File: src/hdl/ecb_pkg.sv
// Package for the external-control word transfer block.
// Assumes byte offsets decoded from the low eight AXI address bits.
package ecb_pkg;
  // Register byte offsets
  localparam logic [7:0] ADDR_EXT_ACCESS  = 8'h00;
  localparam logic [7:0] ADDR_MACH_STATE  = 8'h04;
  localparam logic [7:0] ADDR_SEG_TYPE    = 8'h08;
  localparam logic [7:0] ADDR_EFF_ADDR    = 8'h0C;
  localparam logic [7:0] ADDR_SRC_DATA    = 8'h10;
  localparam logic [7:0] ADDR_COMMAND     = 8'h14;
  localparam logic [7:0] ADDR_STATUS      = 8'h18;
  localparam logic [7:0] ADDR_LOAD_DATA   = 8'h1C;
  localparam int         ADDR_W           = 8;

  // Field positions
  localparam int RID_W          = 4;   // resource_identifier width
  localparam int RID_MSB        = 3;   // identifier bit 28, big-endian
  localparam int DR_BIT         = 0;   // data_relocate_bit
  localparam int SEG_CNT        = 16;
  localparam int SEG_SEL_LSB    = 28;  // effective_address[0:3]
  localparam int CMD_START_BIT  = 0;
  localparam int CMD_OUT_BIT    = 1;   // 1 = output word, 0 = input word
  localparam int ST_BUSY_BIT    = 0;
  localparam int ST_DONE_BIT    = 1;
  localparam int ST_ALIGN_BIT   = 2;
  localparam int ST_DSI_BIT     = 3;
  localparam int ST_RELOC_BIT   = 4;

  // Reset values
  localparam logic [31:0] RST_WORD = 32'h0000_0000;
  localparam logic [3:0]  RST_RID  = 4'h0;
  localparam logic [15:0] RST_SEG  = 16'h0000;

  // Transfer size and alignment
  localparam int         XFER_BYTES = 4;
  localparam logic [1:0] ALIGN_MASK = 2'(XFER_BYTES - 1);

  // AXI responses
  localparam logic [1:0] RESP_OKAY   = 2'h0;
  localparam logic [1:0] RESP_SLVERR = 2'h2;

  typedef enum logic [1:0] {
    XF_IDLE  = 2'b00,
    XF_START = 2'b01,
    XF_WAIT  = 2'b11
  } ecb_xfer_state_t;
endpackage

File: src/hdl/ecb_bus_xfer.sv
// Bus engine for one external-control word transfer.
// Assumes the device holds ack and read data together for three clocks.
`timescale 1ns/1ps
module ecb_bus_xfer
  import ecb_pkg::*;
(
  // Clock and reset
  input  wire logic              ref_clk,
  input  wire logic              rst,
  // Request from register side
  input  wire logic              launch,
  input  wire logic              outDir,
  input  wire logic [RID_W-1:0]  resource_identifier,
  input  wire logic [31:0]       addr,
  input  wire logic [31:0]       wrWord,
  output logic                   xferDone,
  output logic [31:0]            rdWord,
  // System bus pins
  output logic [31:0]            busAddr,
  output logic                   burstFlagLine,
  output logic [2:0]             transferSizeLines,
  output logic                   busStart,
  output logic                   busWrite,
  output logic [31:0]            busDataOut,
  output logic                   busDataOe,
  input  wire logic              busAck,
  input  wire logic [31:0]       busDataIn
);
  ecb_xfer_state_t state_r, state_nxt;
  logic        ackS1_r, ackS2_r;
  logic [31:0] dinS1_r, dinS2_r;
  logic        done_nxt, start_nxt, write_nxt, oe_nxt, flag_nxt;
  logic [2:0]  size_nxt;
  logic [31:0] addr_nxt, dout_nxt, rd_nxt;

  always_comb begin
    state_nxt = state_r;
    done_nxt  = 1'b0;
    start_nxt = 1'b0;
    write_nxt = busWrite;
    oe_nxt    = busDataOe;
    flag_nxt  = burstFlagLine;
    size_nxt  = transferSizeLines;
    addr_nxt  = busAddr;
    dout_nxt  = busDataOut;
    rd_nxt    = rdWord;
    unique case (state_r)
      XF_IDLE: begin
        if (launch) begin
          state_nxt = XF_START;
          addr_nxt  = addr;
          flag_nxt  = resource_identifier[RID_MSB];
          size_nxt  = resource_identifier[2:0];
          write_nxt = outDir;
          dout_nxt  = wrWord;
          oe_nxt    = outDir;
        end
      end
      XF_START: begin
        // Stale ack from a prior transfer must drain first
        if (!ackS2_r) begin
          start_nxt = 1'b1;
          state_nxt = XF_WAIT;
        end
      end
      XF_WAIT: begin
        if (ackS2_r && !busStart) begin
          done_nxt  = 1'b1;
          state_nxt = XF_IDLE;
          if (!busWrite) begin
            rd_nxt = dinS2_r;
          end
          oe_nxt    = 1'b0;
          write_nxt = 1'b0;
          flag_nxt  = 1'b0;
          size_nxt  = 3'h0;
        end
      end
      default: state_nxt = XF_IDLE;
    endcase
  end

  always_ff @(posedge ref_clk) begin
    if (rst) begin
      state_r           <= XF_IDLE;
      ackS1_r           <= 1'b0;
      ackS2_r           <= 1'b0;
      dinS1_r           <= RST_WORD;
      dinS2_r           <= RST_WORD;
      xferDone          <= 1'b0;
      rdWord            <= RST_WORD;
      busAddr           <= RST_WORD;
      burstFlagLine     <= 1'b0;
      transferSizeLines <= 3'h0;
      busStart          <= 1'b0;
      busWrite          <= 1'b0;
      busDataOut        <= RST_WORD;
      busDataOe         <= 1'b0;
    end else begin
      state_r           <= state_nxt;
      ackS1_r           <= busAck;
      ackS2_r           <= ackS1_r;
      dinS1_r           <= busDataIn;
      dinS2_r           <= dinS1_r;
      xferDone          <= done_nxt;
      rdWord            <= rd_nxt;
      busAddr           <= addr_nxt;
      burstFlagLine     <= flag_nxt;
      transferSizeLines <= size_nxt;
      busStart          <= start_nxt;
      busWrite          <= write_nxt;
      busDataOut        <= dout_nxt;
      busDataOe         <= oe_nxt;
    end
  end
endmodule

File: src/hdl/ecb_top.sv
// External-control word transfer block with AXI4-Lite registers.
// Assumes one ref_clk domain; bus pins are synchronised in the engine.
//
// Behaviour
// - Each transfer is one four-byte word.
// - Identifier drives burst and size lines.
// - Burst line carries identifier most significant bit.
// - Misaligned address raises alignment fault, no transfer.
// - Segment type one raises storage fault, no transfer.
// - Relocation off flags error; address undefined.
// - Effective address goes out on address bus.
// - Input word is loaded into destination register.
//
// Design decisions made here: register access over AXI4-Lite and the register offsets.
`timescale 1ns/1ps
module ecb_top
  import ecb_pkg::*;
(
  // Clock and reset
  input  wire logic              ref_clk,
  input  wire logic              rst,
  // AXI4-Lite write address
  input  wire logic [ADDR_W-1:0] s_axi_awaddr,
  input  wire logic              s_axi_awvalid,
  output logic                   s_axi_awready,
  // AXI4-Lite write data
  input  wire logic [31:0]       s_axi_wdata,
  input  wire logic [3:0]        s_axi_wstrb,
  input  wire logic              s_axi_wvalid,
  output logic                   s_axi_wready,
  // AXI4-Lite write response
  output logic [1:0]             s_axi_bresp,
  output logic                   s_axi_bvalid,
  input  wire logic              s_axi_bready,
  // AXI4-Lite read
  input  wire logic [ADDR_W-1:0] s_axi_araddr,
  input  wire logic              s_axi_arvalid,
  output logic                   s_axi_arready,
  output logic [31:0]            s_axi_rdata,
  output logic [1:0]             s_axi_rresp,
  output logic                   s_axi_rvalid,
  input  wire logic              s_axi_rready,
  // System bus pins
  output logic [31:0]            busAddr,
  output logic                   burstFlagLine,
  output logic [2:0]             transferSizeLines,
  output logic                   busStart,
  output logic                   busWrite,
  output logic [31:0]            busDataOut,
  output logic                   busDataOe,
  input  wire logic              busAck,
  input  wire logic [31:0]       busDataIn
);
  // Bus slave state
  logic [ADDR_W-1:0] awAddr_r, awAddr_nxt;
  logic              awHeld_r, awHeld_nxt, wHeld_r, wHeld_nxt;
  logic [31:0]       wData_r, wData_nxt;
  logic [3:0]        wStrb_r, wStrb_nxt;
  logic              awRdy_nxt, wRdy_nxt, bValid_nxt, arRdy_nxt, rValid_nxt;
  logic [1:0]        bResp_nxt, rResp_nxt;
  logic [31:0]       rData_nxt;
  // Block state
  logic [RID_W-1:0]   rid_r, rid_nxt;
  logic               reloc_r, reloc_nxt;
  logic [SEG_CNT-1:0] segType_r, segType_nxt;
  logic [31:0]        effAddr_r, effAddr_nxt, srcData_r, srcData_nxt;
  logic [31:0]        loadData_r, loadData_nxt;
  logic               busy_r, busy_nxt, done_r, done_nxt;
  logic               alignErr_r, alignErr_nxt, dsiErr_r, dsiErr_nxt;
  logic               relocErr_r, relocErr_nxt;
  logic               launch_r, launch_nxt, outDir_r, outDir_nxt;
  logic               xferDone;
  logic [31:0]        rdWord;
  logic [31:0]        statusWord, wrMerged;
  logic               doWrite, startReq;

  function automatic logic [31:0] merge(input logic [31:0] old,
                                        input logic [31:0] nw,
                                        input logic [3:0]  strb);
    logic [31:0] res;
    res = old;
    for (int i = 0; i < 4; i++) begin
      if (strb[i]) begin
        res[i*8 +: 8] = nw[i*8 +: 8];
      end
    end
    return res;
  endfunction

  always_comb begin
    statusWord               = RST_WORD;
    statusWord[ST_BUSY_BIT]  = busy_r;
    statusWord[ST_DONE_BIT]  = done_r;
    statusWord[ST_ALIGN_BIT] = alignErr_r;
    statusWord[ST_DSI_BIT]   = dsiErr_r;
    statusWord[ST_RELOC_BIT] = relocErr_r;
  end

  // Write channel capture, in either order
  always_comb begin
    awAddr_nxt = awAddr_r;
    awHeld_nxt = awHeld_r;
    wData_nxt  = wData_r;
    wStrb_nxt  = wStrb_r;
    wHeld_nxt  = wHeld_r;
    bValid_nxt = s_axi_bvalid;
    bResp_nxt  = s_axi_bresp;
    doWrite    = awHeld_r && wHeld_r && !s_axi_bvalid;
    if (s_axi_awvalid && s_axi_awready) begin
      awAddr_nxt = s_axi_awaddr;
      awHeld_nxt = 1'b1;
    end
    if (s_axi_wvalid && s_axi_wready) begin
      wData_nxt = s_axi_wdata;
      wStrb_nxt = s_axi_wstrb;
      wHeld_nxt = 1'b1;
    end
    if (doWrite) begin
      awHeld_nxt = 1'b0;
      wHeld_nxt  = 1'b0;
      bValid_nxt = 1'b1;
      bResp_nxt  = (awAddr_r <= ADDR_LOAD_DATA && awAddr_r[1:0] == 2'b00)
                   ? RESP_OKAY : RESP_SLVERR;
    end else if (s_axi_bvalid && s_axi_bready) begin
      bValid_nxt = 1'b0;
    end
    awRdy_nxt = !awHeld_nxt;
    wRdy_nxt  = !wHeld_nxt;
  end

  // Read channel
  always_comb begin
    arRdy_nxt  = s_axi_arready || !s_axi_rvalid;
    rValid_nxt = s_axi_rvalid;
    rData_nxt  = s_axi_rdata;
    rResp_nxt  = s_axi_rresp;
    if (s_axi_arvalid && s_axi_arready) begin
      arRdy_nxt  = 1'b0;
      rValid_nxt = 1'b1;
      rResp_nxt  = RESP_OKAY;
      unique case (s_axi_araddr)
        ADDR_EXT_ACCESS: rData_nxt = 32'(rid_r);
        ADDR_MACH_STATE: rData_nxt = 32'(reloc_r);
        ADDR_SEG_TYPE:   rData_nxt = 32'(segType_r);
        ADDR_EFF_ADDR:   rData_nxt = effAddr_r;
        ADDR_SRC_DATA:   rData_nxt = srcData_r;
        ADDR_COMMAND:    rData_nxt = RST_WORD;
        ADDR_STATUS:     rData_nxt = statusWord;
        ADDR_LOAD_DATA:  rData_nxt = loadData_r;
        default: begin
          rData_nxt = RST_WORD;
          rResp_nxt = RESP_SLVERR;
        end
      endcase
    end else if (s_axi_rvalid && s_axi_rready) begin
      rValid_nxt = 1'b0;
      arRdy_nxt  = 1'b1;
    end
  end

  // Register writes, command checks and status
  always_comb begin
    rid_nxt      = rid_r;
    reloc_nxt    = reloc_r;
    segType_nxt  = segType_r;
    effAddr_nxt  = effAddr_r;
    srcData_nxt  = srcData_r;
    loadData_nxt = loadData_r;
    busy_nxt     = busy_r;
    done_nxt     = done_r;
    alignErr_nxt = alignErr_r;
    dsiErr_nxt   = dsiErr_r;
    relocErr_nxt = relocErr_r;
    launch_nxt   = 1'b0;
    outDir_nxt   = outDir_r;
    startReq     = 1'b0;
    wrMerged     = RST_WORD;
    if (doWrite) begin
      unique case (awAddr_r)
        ADDR_EXT_ACCESS: begin
          wrMerged = merge(32'(rid_r), wData_r, wStrb_r);
          rid_nxt  = wrMerged[RID_W-1:0];
        end
        ADDR_MACH_STATE: begin
          wrMerged  = merge(32'(reloc_r), wData_r, wStrb_r);
          reloc_nxt = wrMerged[DR_BIT];
        end
        ADDR_SEG_TYPE: begin
          wrMerged    = merge(32'(segType_r), wData_r, wStrb_r);
          segType_nxt = wrMerged[SEG_CNT-1:0];
        end
        ADDR_EFF_ADDR: effAddr_nxt = merge(effAddr_r, wData_r, wStrb_r);
        ADDR_SRC_DATA: srcData_nxt = merge(srcData_r, wData_r, wStrb_r);
        ADDR_COMMAND: begin
          // A start while busy is dropped; software polls busy
          if (wStrb_r[0] && wData_r[CMD_START_BIT] && !busy_r) begin
            startReq   = 1'b1;
            outDir_nxt = wData_r[CMD_OUT_BIT];
          end
        end
        ADDR_STATUS: begin
          if (wStrb_r[0]) begin
            done_nxt     = done_r && !wData_r[ST_DONE_BIT];
            alignErr_nxt = alignErr_r && !wData_r[ST_ALIGN_BIT];
            dsiErr_nxt   = dsiErr_r && !wData_r[ST_DSI_BIT];
            relocErr_nxt = relocErr_r && !wData_r[ST_RELOC_BIT];
          end
        end
        default: ;
      endcase
    end
    // Sets below override clears above
    if (startReq) begin
      if ((effAddr_r[1:0] & ALIGN_MASK) != 2'b00) begin
        alignErr_nxt = 1'b1;
      end else if (segType_r[effAddr_r[31:SEG_SEL_LSB]]) begin
        dsiErr_nxt = 1'b1;
      end else begin
        launch_nxt = 1'b1;
        busy_nxt   = 1'b1;
        // Address is sent anyway but is meaningless
        if (!reloc_r) begin
          relocErr_nxt = 1'b1;
        end
      end
    end
    if (xferDone) begin
      busy_nxt = 1'b0;
      done_nxt = 1'b1;
      if (!outDir_r) begin
        loadData_nxt = rdWord;
      end
    end
  end

  always_ff @(posedge ref_clk) begin
    if (rst) begin
      awAddr_r      <= '0;
      awHeld_r      <= 1'b0;
      wData_r       <= RST_WORD;
      wStrb_r       <= 4'h0;
      wHeld_r       <= 1'b0;
      s_axi_awready <= 1'b0;
      s_axi_wready  <= 1'b0;
      s_axi_bvalid  <= 1'b0;
      s_axi_bresp   <= RESP_OKAY;
      s_axi_arready <= 1'b0;
      s_axi_rvalid  <= 1'b0;
      s_axi_rdata   <= RST_WORD;
      s_axi_rresp   <= RESP_OKAY;
      rid_r         <= RST_RID;
      reloc_r       <= 1'b0;
      segType_r     <= RST_SEG;
      effAddr_r     <= RST_WORD;
      srcData_r     <= RST_WORD;
      loadData_r    <= RST_WORD;
      busy_r        <= 1'b0;
      done_r        <= 1'b0;
      alignErr_r    <= 1'b0;
      dsiErr_r      <= 1'b0;
      relocErr_r    <= 1'b0;
      launch_r      <= 1'b0;
      outDir_r      <= 1'b0;
    end else begin
      awAddr_r      <= awAddr_nxt;
      awHeld_r      <= awHeld_nxt;
      wData_r       <= wData_nxt;
      wStrb_r       <= wStrb_nxt;
      wHeld_r       <= wHeld_nxt;
      s_axi_awready <= awRdy_nxt;
      s_axi_wready  <= wRdy_nxt;
      s_axi_bvalid  <= bValid_nxt;
      s_axi_bresp   <= bResp_nxt;
      s_axi_arready <= arRdy_nxt;
      s_axi_rvalid  <= rValid_nxt;
      s_axi_rdata   <= rData_nxt;
      s_axi_rresp   <= rResp_nxt;
      rid_r         <= rid_nxt;
      reloc_r       <= reloc_nxt;
      segType_r     <= segType_nxt;
      effAddr_r     <= effAddr_nxt;
      srcData_r     <= srcData_nxt;
      loadData_r    <= loadData_nxt;
      busy_r        <= busy_nxt;
      done_r        <= done_nxt;
      alignErr_r    <= alignErr_nxt;
      dsiErr_r      <= dsiErr_nxt;
      relocErr_r    <= relocErr_nxt;
      launch_r      <= launch_nxt;
      outDir_r      <= outDir_nxt;
    end
  end

  ecb_bus_xfer u_xfer (
    .ref_clk           (ref_clk),
    .rst               (rst),
    .launch            (launch_r),
    .outDir            (outDir_r),
    .resource_identifier               (rid_r),
    .addr              (effAddr_r),
    .wrWord            (srcData_r),
    .xferDone          (xferDone),
    .rdWord            (rdWord),
    .busAddr           (busAddr),
    .burstFlagLine     (burstFlagLine),
    .transferSizeLines (transferSizeLines),
    .busStart          (busStart),
    .busWrite          (busWrite),
    .busDataOut        (busDataOut),
    .busDataOe         (busDataOe),
    .busAck            (busAck),
    .busDataIn         (busDataIn)
  );
endmodule

File: config.mk
export PLATFORM = sky130hd
export DESIGN_NAME = ecb_top
export DESIGN_NICKNAME = d
export VERILOG_FILES = /design/src/hdl/ecb_pkg.sv /design/src/hdl/ecb_bus_xfer.sv /design/src/hdl/ecb_top.sv
export SDC_FILE = /design/constraint.sdc
export NUM_CORES = 1
export LEC_CHECK = 0
export BUFFER_PORTS_ARGS = -buffer_cell sky130_fd_sc_hd__buf_2
export CAP_MARGIN = 20
export CORE_ASPECT_RATIO = 0.8
export CORE_MARGIN = 2
export CORE_UTILIZATION = 61
export CTS_CLUSTER_SIZE = 28
export DETAILED_ROUTE_END_ITERATION = 7
export GPL_TIMING_DRIVEN = 0
export PLACE_DENSITY = 0.84
export SYNTH_ARGS = -nofsm -noshare
export SYNTH_HDL_FRONTEND = slang
export SYNTH_HIERARCHICAL = 1
export SYNTH_SLANG_ARGS = --single-unit
File: constraint.sdc
create_clock -name ref_clk -period 3.1 [get_ports ref_clk]
set_input_delay 0.155 -clock ref_clk [delete_from_list [all_inputs] [get_ports ref_clk]]
set_output_delay 0.155 -clock ref_clk [all_outputs]
set_load 0.01 [all_outputs]
After elaboration in Yosys (flattened, before gate mapping). Cells that the tools add are included.

Output and inout port bits: 112. Register bits: 382.

Reductions and logical operators: 63. $lt $le $gt $ge: 2. Equal/unequal tests: 18. Multiplexer cells: 54. Bitwise logic cells: 7.

Operators by type and width (count): $pmux 32 s7 (1); $eq 8x5->1 const B (7); $reduce_and 3->1 (18); $mux 1 (41); $eq 8x4->1 const B (4); $eq 8x3->1 const B (2); $logic_not 8->1 (2); $logic_and 1x1->1 (15); $reduce_bool 2->1 (7); $logic_not 1->1 (10); $mux 2 (5); $le 8x5->1 const B (1); $reduce_or 2->1 (4); $reduce_or 8->1 (1); $not 1->1 (7); $mux 3 (2); $pmux 2 s3 (1); $pmux 3 s2 (1); $lt 4x5->1 const B (1); $bmux 1 s4 (1); $logic_not 2->1 (2); $ne 2x2->1 const B (2); $pmux 1 s2 (2); $reduce_and 2->1 (2); other kinds (5) (5).

Depth between registers and ports, before layout. Gate-level depths: netlist (run 1).

Word-level depth: 9. Mapped depth: 7. Depth with buffers taken out: 4.

Modules after synthesis. The synthesis (run 1) kept the hierarchy.

Modules (own cells, without submodules): ecb_top (instances 1, cells each 920, area an instance 8303.0 um^2); ecb_bus_xfer (instances 1, cells each 586, area an instance 5587.9 um^2).

Least setup slack after synthesis (run 1). OpenSTA, ideal clock, no wires.

Path kind: reg2reg. Start: register effAddr_r[30]. End: register busy_r. Stages on the path, launching flop included: 6. Setup slack: 1.067 ns. Arrival: 1.967 ns. Setup time: 0.066 ns. Path through: dfxtp_1 -> buf_6 -> mux4_1 -> mux4_2 -> or3_4 -> a21oi_2.

Word-level cells in the longest chain between the ends: 4.

RTL lines: from (decl) (RTL line ecb_top.sv:66) `logic [31:0] effAddr_r, effAddr_nxt, srcData_r, srcData_nxt;`; from (signal assigned) (RTL line ecb_top.sv:281) `effAddr_r <= effAddr_nxt;`; $bmux 1 s4 (RTL line ecb_top.sv:216) `end else if (segType_r[effAddr_r[31:SEG_SEL_LSB]]) begin`; $mux 1 (not written as such) (RTL line ecb_top.sv:216); $not 1->1 (no line); $reduce_and 3->1 (no line); to (signal assigned) (RTL line ecb_top.sv:284) `busy_r <= busy_nxt;`; to (decl) (RTL line ecb_top.sv:68) `logic busy_r, busy_nxt, done_r, done_nxt;`.

No other way between the ends. The select of a mux whose other input is x is not followed. A chain may end at the register's enable or synchronous reset.

Worst setup path in the final report (run 1).
Start: register awAddr_r[7]. End: register effAddr_r[20].

Word-level cells in the longest chain between the ends: 2.

RTL lines: from (decl) (RTL line ecb_top.sv:55) `logic [ADDR_W-1:0] awAddr_r, awAddr_nxt;`; from (signal assigned) (RTL line ecb_top.sv:265) `awAddr_r <= awAddr_nxt;`; $eq 8x4->1 (RTL line ecb_top.sv:179) `unique case (awAddr_r)`; $reduce_and 3->1 (no line).

No other way between the ends.

==> flow_results.org, run 1 <==
** Routing
- Once detail routing completed, the nets flagged for antenna violations numbered 0.
- Dividing the detail-routed wire length by the instance count gives 18.9 um.
- The first detailed-routing pass ran for 7 iterations.
- Total wire length :: around 41 mm
- For this block, the via count after detailed routing is 12.3k.
- After the first detailed-routing iteration, the DRC count stood at 1,202.
- After detailed routing, the number of vias per cell comes to 5.71.
- For this run, design rule violations remaining after detail routing come to 0.

** Clock tree
- The root buffer cell chosen for the clock tree is sky130_fd_sc_hd__clkbuf_16.
- CTS Buffer Depth :: 3
- CTS tree :: yes
- CTS buffer count :: 37
- Cts hold-fix bufs :: 78
- The clock reaches the later pin of the worst-skew pair after ~520 ps.
- Clock transition at the registers of the reported paths :: 60 ps
- The H-tree was split into 2 levels.
- For this design, the sink count on the clock tree is 380.
- Number of post-CTS setup repair buffers :: 0
- Post-CTS repair changed the size of 0 cells.

** Final layout
- The finished cells cover between 15,000 and 20,000 sq um.
- In the final design database the tool counted 1,913 nets.
- Relative to the synthesized area, the layout overhead comes to 24.4%.
- Share of post-route cells with drive strength above 1 :: 0.162

** Global routing
- Entering global routing, the biggest net connects 17 pins.
- Wire length of the first global-routing pass :: approximately 63 mm
- Grt ovf :: 0
- Across every metal layer, demand over resource in global routing totals 0.332.
- The number of antenna violations at the first check in global routing is 3.
- The number of global-route vias before repair came to 11.9k.

** STA
- Ratio of final minimum period to clock period :: 0.840
- For this run, the top clock speed supported by timing is 384 MHz.
- The number of hold violations in the final report came to 0.
- The max-slew violation count was 0.
- Slew margin rel. :: 0.348
- Fin worst setup slack :: around 500 ps
- Adding up every negative setup slack in the final design gives 0 ps.
- Min Hold Slack :: approximately 41 ps
- Counting I/O delays and the setup requirement, the final critical path takes approximately 2600 ps.
- Setup repair after global routing missed its margin :: false
- For the pin with the worst max-slew slack, the measured transition is between 900 and 1000 ps.
- Largest clock skew in the final design :: 24.6 ps
- Setup violations remaining at the end of the flow were counted as 0.

** Die
- Measured along the y axis, the die boundary spans 139 um.
- Row generation in the floorplan step produced between 40 and 50 rows.
- Die Span X :: 173 um
- The die covers approximately 24,000 sq um.
- The core region is 22,400 sq um.
- Starting density of the core :: 0.619
- I/O pin total :: roughly 200

** Synthesis
- Number of cells produced by synthesis :: 1,506
- The most common cell in the synthesized netlist is sky130_fd_sc_hd__nand2_1.
- By area the synthesized netlist is led by sky130_fd_sc_hd__dfxtp_1 (55%), sky130_fd_sc_hd__nand2_1 (10%), sky130_fd_sc_hd__mux2i_1 (9.2%).
- Dominant cell type by area after synthesis :: sky130_fd_sc_hd__dfxtp_1
- Of the post-synthesis cell area, the dominant cell type holds 0.548.
- During synthesis, Yosys emitted a total of 6 warnings.
- Syn Area/Cell :: 9.22 sq um
- Number of enable flip-flop cells after synthesis :: 0
- Among all flip-flop cells after synthesis, the most frequent one is sky130_fd_sc_hd__dfxtp_1.
- After synthesis, the share of flip-flops with an asynchronous set or reset is 0.
- Post-Synthesis Cell Area :: 13,900 sq um
- FF+latch count, synth :: 380
- Of the synthesized area, sequential elements account for 0.548.
- After synthesis, the most frequently instantiated cells are sky130_fd_sc_hd__nand2_1 (382), sky130_fd_sc_hd__dfxtp_1 (380), sky130_fd_sc_hd__a21oi_1 (161).
- Netlist cell types :: 53

** Placement
- Before CTS, the worst setup slack after placement is 563 ps.
- In this run the cell area measured after placement is 15,300 sq um.
- Routability congestion estimate from global placement :: between 0.9 and 1
- The count of buffers added on input and output ports is 197.
- Half-perimeter wire length after detailed placement :: 27.9 mm

** Setup path
- Kind of cell adding the most delay to the critical path :: simple AND/OR/NAND/NOR gates
- For this design, the slowest cell found on the critical path is sky130_fd_sc_hd__nand4_1.
- CP Launch Type :: register
- STA classifies the critical path endpoint as a register.
- The worst register-to-register path begins at awAddr_r[7].
- CP peak stage delay :: 840 ps
- Critical path cell sequence :: nor4_2 > nand4_1 > mux2i_1 > nor2_1
- Start point of the critical path :: awAddr_r[7]
- Along the worst path, the maximum fanout reaches 9.
- Data on the critical path arrives at its endpoint at a little under 3000 ps.
- The number of buffers and inverters on the critical path is 0.
- Data on the critical path is required at its endpoint by 3480 ps.
- Kind of critical path :: reg2reg

** Job
- The tool flagged a number of max-cap violations equal to 0.

** Power and ir drop
- Power density relative to cell area :: 582 nW/um^2
- For this design the static power due to leakage is 0.00721 uW.
- Worst VDD drop :: between 0.5 and 0.6 mV

** Run status
- Outcome :: finished clean

** Worst hold path
- Min-Delay Path Class :: in2reg
- The startpoint identified for the worst hold timing path is s_axi_rready.
==> kinds of logic after synthesis <==
family                 count (synthesis)  synth area share
flip-flops                           380             0.548
multiplexers                         135             0.103
other                                  1          0.000270
buffers and inverters                112            0.0393
AND/OR/NAND/NOR                      616             0.195
AO/OA/AOI/OAI                        262             0.115
==> worst reg2reg max path, stage by stage (launching register included) <==
cell                      delay (ps)
sky130_fd_sc_hd__dfxtp_1         370
sky130_fd_sc_hd__nor4_2          780
sky130_fd_sc_hd__nand4_1         840
sky130_fd_sc_hd__mux2i_1         420
sky130_fd_sc_hd__nor2_1           70
==> final timing paths <==
kind	end	cells after the start	slack (ps)
setup reg to reg	effAddr_r[20]	4	500
setup / recovery	effAddr_r[20]	4	500
hold reg to reg	u_xfer/dinS2_r[16]	1	430
hold / removal	s_axi_arready	3	40
==> placed cells by master (no fill, tap or decap), types with 8 or more instances in the layout <==
cell,netlist,final
sky130_fd_sc_hd__a22oi_1,21,21
sky130_fd_sc_hd__mux2i_1,127,127
sky130_fd_sc_hd__dfxtp_1,380,380
sky130_fd_sc_hd__clkinv_2,0,9
sky130_fd_sc_hd__clkbuf_16,0,37
sky130_fd_sc_hd__nor2_1,102,102
sky130_fd_sc_hd__buf_2,13,210
sky130_fd_sc_hd__nand2_1,382,382
sky130_fd_sc_hd__o21ai_1,17,17
sky130_fd_sc_hd__nand4_1,11,11
sky130_fd_sc_hd__nor3b_1,8,8
sky130_fd_sc_hd__a22o_1,17,17
sky130_fd_sc_hd__o2bb2ai_1,11,11
sky130_fd_sc_hd__a311oi_1,9,9
sky130_fd_sc_hd__buf_6,13,13
sky130_fd_sc_hd__nor2b_1,67,67
sky130_fd_sc_hd__nand3_1,14,14
sky130_fd_sc_hd__dlygate4sd3_1,0,78
sky130_fd_sc_hd__a21oi_1,161,161
sky130_fd_sc_hd__clkbuf_1,72,75
==> stage by stage <==
stage | total power [uW] | util | std cells
after floorplan | 5330 | - | 1507
after global placement | 5490 | 0.680 | 2010
after detailed placement | 5500 | 0.680 | 2010
after CTS | 10000 | 0.770 | 2152
after global routing | 10300 | 0.770 | 2152
final | 10100 | 0.770 | 2153
==> state kept, by name, summed over array words and instances, names as in the netlist, 8 cells and up <==
| name | flops |
|---|---|
| loadData_r | 32 |
| awAddr_r | 8 |
| wData_r | 32 |
| srcData_r | 32 |
| u_xfer/rdWord | 32 |
| effAddr_r | 32 |
| u_xfer/dinS1_r | 32 |
| u_xfer/busDataOut | 32 |
| u_xfer/dinS2_r | 32 |
| s_axi_rdata | 32 |
| u_xfer/busAddr | 32 |
| segType_r | 16 |
==> where the power goes <==
group,internal [uW],leakage [uW],switching [uW]
Combinational,197,0.00352,283
Sequential,4960,0.00308,53.3
Clock,2700,0.000614,1860
==> routing by layer <==
| layer | wire length, um | vias up | global-route usage | part of all wire |
|---|---|---|---|---|
| met5 | 13 | - | 0 | 0.00032 |
| met4 | 1850 | 2 | 0.144 | 0.045 |
| met3 | 4550 | 140 | 0.0866 | 0.11 |
| met2 | 18200 | 728 | 0.536 | 0.45 |
| met1 | 16100 | 5710 | 0.422 | 0.40 |
| li1 | - | 5718 | - | - |
==> final cells by class <==
class / instances / area [sq um]
Antenna cell: 1 / 2.50
Sequential cell: 380 / 7610
Multi-Input combinational cell: 1015 / 5740
Inverter: 7 / 26.3
Buffer: 105 / 519
Clock inverter: 17 / 199
Tap cell: 306 / 383
Fill cell: 1534 / 5160
Timing Repair Buffer: 275 / 1770
Clock buffer: 47 / 1030
Note: power is estimated with default switching activity, not from simulation.
==> run 2: changes to the inputs <==
Settings changed: ABC_AREA set to 1, CORE_UTILIZATION 61 to 57, PLACE_DENSITY 0.84 to 0.79.
Clock period 3.1 ns to 2.41 ns, I/O delays scaled along.
==> run 2 against run 1 <==
Against the previous run: via count rose by 14%; global-route usage increased by 0.31 points; cell area increased by 3.7%; non-clock buffer count is 16 higher; die area grew 11%; sequential cell count did not move; clock skew is 0.88 ps lower; setup slack worse by 170 ps; clock power is 33% higher.
==> flow_results.org, run 2 <==
** STA
- Setup repair after global routing missed its margin :: false
- Slew Viols, Final :: 0
- Highest achievable clock rate :: 481 MHz
- Worst Max-Slew Pin Slew :: ~910 ps
- Of the available clock period, the critical path in the final layout requires 0.863.
- Hold is met by 60.7 ps.
- Between clock sinks in the finished design, the worst skew comes to between 20 and 25 ps.
- Slew margin rel. :: 0.391
- Setup violations remaining at the end of the flow were counted as 0.
- The number of hold violations in the final report was 0.
- For the finished layout, the period the worst path requires is approximately 2100 ps.
- Setup total negative slack on the finished layout was measured at 0 ps.

** Global routing
- Initial antenna violation count :: 1
- Largest net degree at the start of global routing :: 16
- For this run the aggregate overflow at the end of global routing stands at 0.
- Total routing usage reported by global routing :: 0.335
- Number of global-route vias before repair :: 13.1k
- Wire length of the first global-routing pass :: 69.4 mm

** Power and ir drop
- Relative contribution of sequential cells to total power :: 0.486
- Of the total power, the share spent switching nets is 0.228.
- Total power :: 13,300 uW
- IR analysis of the VDD net gives a maximum drop of ~0.42 mV.
- Of the total power, the clock network draws 0.456.
- Lkg Pwr :: 0.00809 uW
- Internal Dissipation :: a little over 10,000 uW
- The share of total power dissipated in combinational logic is 0.058.
- NetSw :: 3040 uW
- Dividing total power by cell area gives a power density of 742 nW/um^2.

** Worst hold path
- The tightest min-delay check is of the in2reg type.

** Final layout
- For this run, the share of the core covered by cells in the final layout is 0.730.
- Relative to the synthesized area, the layout overhead comes to 24.5%.
- In the final layout, the share of cells above drive strength 1 is 0.165.
- Most common cell after layout, fill and taps aside :: sky130_fd_sc_hd__nor2_1
- After the last flow step, the layout net total stands at ~2.3k.
- Top library cells by usage in the layout, fill and taps aside :: sky130_fd_sc_hd__nor2_1 (429), sky130_fd_sc_hd__dfxtp_1 (380), sky130_fd_sc_hd__nand2_1 (240), sky130_fd_sc_hd__buf_2 (239), sky130_fd_sc_hd__o21ai_0 (206)
- The repair_antennas step left the layout with diodes totalling 0.

** Setup path
- The critical path is of the reg2reg type.
- Traced cell by cell, the critical path runs through nand2_1 > clkbuf_1 > clkbuf_1 > a21oi_1.
- Arrival time worst endpoint :: 2450 ps
- STA classifies the critical path startpoint as a register.
- Of all nets on the critical path, the largest fanout is 10.
- CP required :: 2780 ps
- Master of the slowest instance on the critical path :: sky130_fd_sc_hd__clkbuf_1
- Crit path buffers/inverters :: 2
- Most frequent cell on the critical path :: sky130_fd_sc_hd__clkbuf_1
- CP peak stage delay :: 590 ps
- The kind of cell with the highest combined delay along the critical path is buffers and inverters.
- Critical path endpoint category :: register

** Clock tree
- Hold repair after CTS inserted approximately 80 buffers.
- The tree built by TritonCTS fans out to 380 sinks.
- Number of levels the H-tree was split into :: 2
- Clock latency at the later pin of the worst-skew pair :: 530 ps
- In this run the clock root is driven by a sky130_fd_sc_hd__clkbuf_16.
- Clock-pin slew was measured on the worst setup and hold paths at 70 ps.
- After clock tree synthesis, the repair step resized 0 gates.
- TritonCTS built the clock tree.
- CTS Buffer Depth :: 3
- CTS buffer count :: 37
- Number of post-CTS setup repair buffers :: 0

** Synthesis
- Post-synth top flop :: sky130_fd_sc_hd__dfxtp_1
- Combinational family with the most area after synthesis :: simple AND/OR/NAND/NOR gates
- Proportion of synthesized flip-flops having asynchronous set or reset :: 0
- FF+latch count, synth :: 380
- The cell count after synthesis came out at 1,910.
- Most used standard cell by instance count after synthesis :: sky130_fd_sc_hd__nor2_1
- Xor and xnor fraction of the mapped netlist area :: 0
- Compound-cell area share of the yosys netlist :: 0.122
- Sequential share of the synthesized area :: 0.528
- Post-Synthesis Cell Area :: 14,400 sq um
- Portion of synthesized cell area occupied by the leading cell type :: 0.528
- Adder-cell share of the synthesized area :: 0
- Syn Area/Cell :: 7.54 sq um
- After synthesis, the netlist uses 34 different library cells.
- Post-synthesis simple-gate area fraction :: 0.257
- Top cells by instance count after synthesis :: sky130_fd_sc_hd__nor2_1 (429), sky130_fd_sc_hd__dfxtp_1 (380), sky130_fd_sc_hd__nand2_1 (240)
- Count of yosys warnings during synthesis :: 6
- Dominant cell type by area after synthesis :: sky130_fd_sc_hd__dfxtp_1
- Measured against the total synthesized area, the mux share comes to 0.
- Sorting the synthesized cells by area gives the leading types as sky130_fd_sc_hd__dfxtp_1 (53%), sky130_fd_sc_hd__nor2_1 (11%), sky130_fd_sc_hd__o21ai_0 (7.2%).
- Number of enable flip-flop cells after synthesis :: 0

** Die
- Height of the die :: 146 um
- The initial utilization of the core area, before any placement, comes to 0.586.
- The floorplan step defined a core boundary enclosing between 20,000 and 25,000 sq um.
- Die Span X :: 182 um
- In this run the core area contains 51 standard-cell rows.
- In this run the count of I/O pins placed on the die edge is roughly 200.
- The die covers 26,600 sq um.

** Routing
- After the first detailed-routing iteration, the DRC count stood at approximately 1.3k.
- For this run, design rule violations remaining after detail routing come to 0.
- Wires add up to 45.4 mm.
- Detailed routing inserted a total of 14.0k vias.
- In this run the remaining antenna-violating nets after routing total 0.
- Wire length per cell :: 17.6 um
- The first detailed-routing pass ran for 6 iterations.
- Via/cell ratio :: 5.44

** Placement
- Port bufs :: 201
- Half-perimeter wire length after detailed placement :: roughly 32 mm
- Routability congestion estimate from global placement :: 0.975

** Run status
- Outcome :: finished clean

** Job
- Across the run, the number of max-cap violations was 0.
[run 2: cell count changes after synthesis, sizes merged, moves of 30 or more]
cell   before  now
nand3      14  165
mux2i     127    0
nand2     382  252
inv         7  184
o21ai      18  224
buf        33   63
nor2b      67    0
a21oi     162  123
nor2      102  441
[run 2: worst min-delay path: stages]
cell and delay [ps]:
sky130_fd_sc_hd__buf_2 110, sky130_fd_sc_hd__nor3_1 70, sky130_fd_sc_hd__nand2_1 50, sky130_fd_sc_hd__nand3_1 60
sky130_fd_sc_hd__o21ai_0 140
[run 2: cell type report]
| class | count | area (sq um) |
|---|---|---|
| Timing Repair Buffer | 283 | 1830 |
| Clock buffer | 54 | 1160 |
| Tap cell | 318 | 398 |
| Multi-Input combinational cell | 1228 | 5460 |
| Buffer | 113 | 611 |
| Sequential cell | 380 | 7610 |
| Fill cell | 1947 | 6650 |
| Inverter | 190 | 719 |
| Clock inverter | 14 | 134 |
[run 2: cells by family (layout without fill, tap and decap cells)]
group / after synthesis / in the layout
AND/OR/NAND/NOR: 876 / 876
flip-flops: 380 / 380
AO/OA/AOI/OAI: 350 / 350
buffers and inverters: 303 / 654
other: 1 / 2
[run 2: worst paths after layout]
kind              cells past startpoint  slack (ps)                from            endpoint
hold / removal                        5          60     s_axi_araddr[3]      s_axi_rresp[1]
hold reg to reg                       2         400  u_xfer/dinS1_r[13]  u_xfer/dinS2_r[13]
setup reg to reg                      4         330        s_axi_wready         wData_r[20]
setup / recovery                      4         330        s_axi_wready         wData_r[20]
[run 2: power groups by stage]
stage / clock network, uW / logic, uW / registers, uW
3_3_place_gp: 0 / 622 / 6600
4_1_cts: 6090 / 739 / 6460
3_5_place_dp: 0 / 634 / 6600
5_1_grt: 6330 / 833 / 6470
6_report: 6060 / 767 / 6460
2_1_floorplan: 0 / 376 / 6580
[run 2: per-layer routing]
layer,up-vias,wire [um],track usage
met2,763,19500,0.529
met1,6426,19300,0.449
met3,123,4810,0.0798
met5,-,13,0
li1,6716,-,-
met4,2,1790,0.122
[run 2: through the flow]
| stage | instances | setup slack, ps | cell area (sq um) |
|---|---|---|---|
| 6_report | 2580 | 331 | 17900 |
| 5_1_grt | 2580 | 296 | 17900 |
| 4_1_cts | 2580 | 439 | 17900 |
| 3_5_place_dp | 2430 | 430 | 15800 |
| 3_3_place_gp | 2430 | 501 | 15800 |
| 2_1_floorplan | 1911 | 1060 | 14400 |
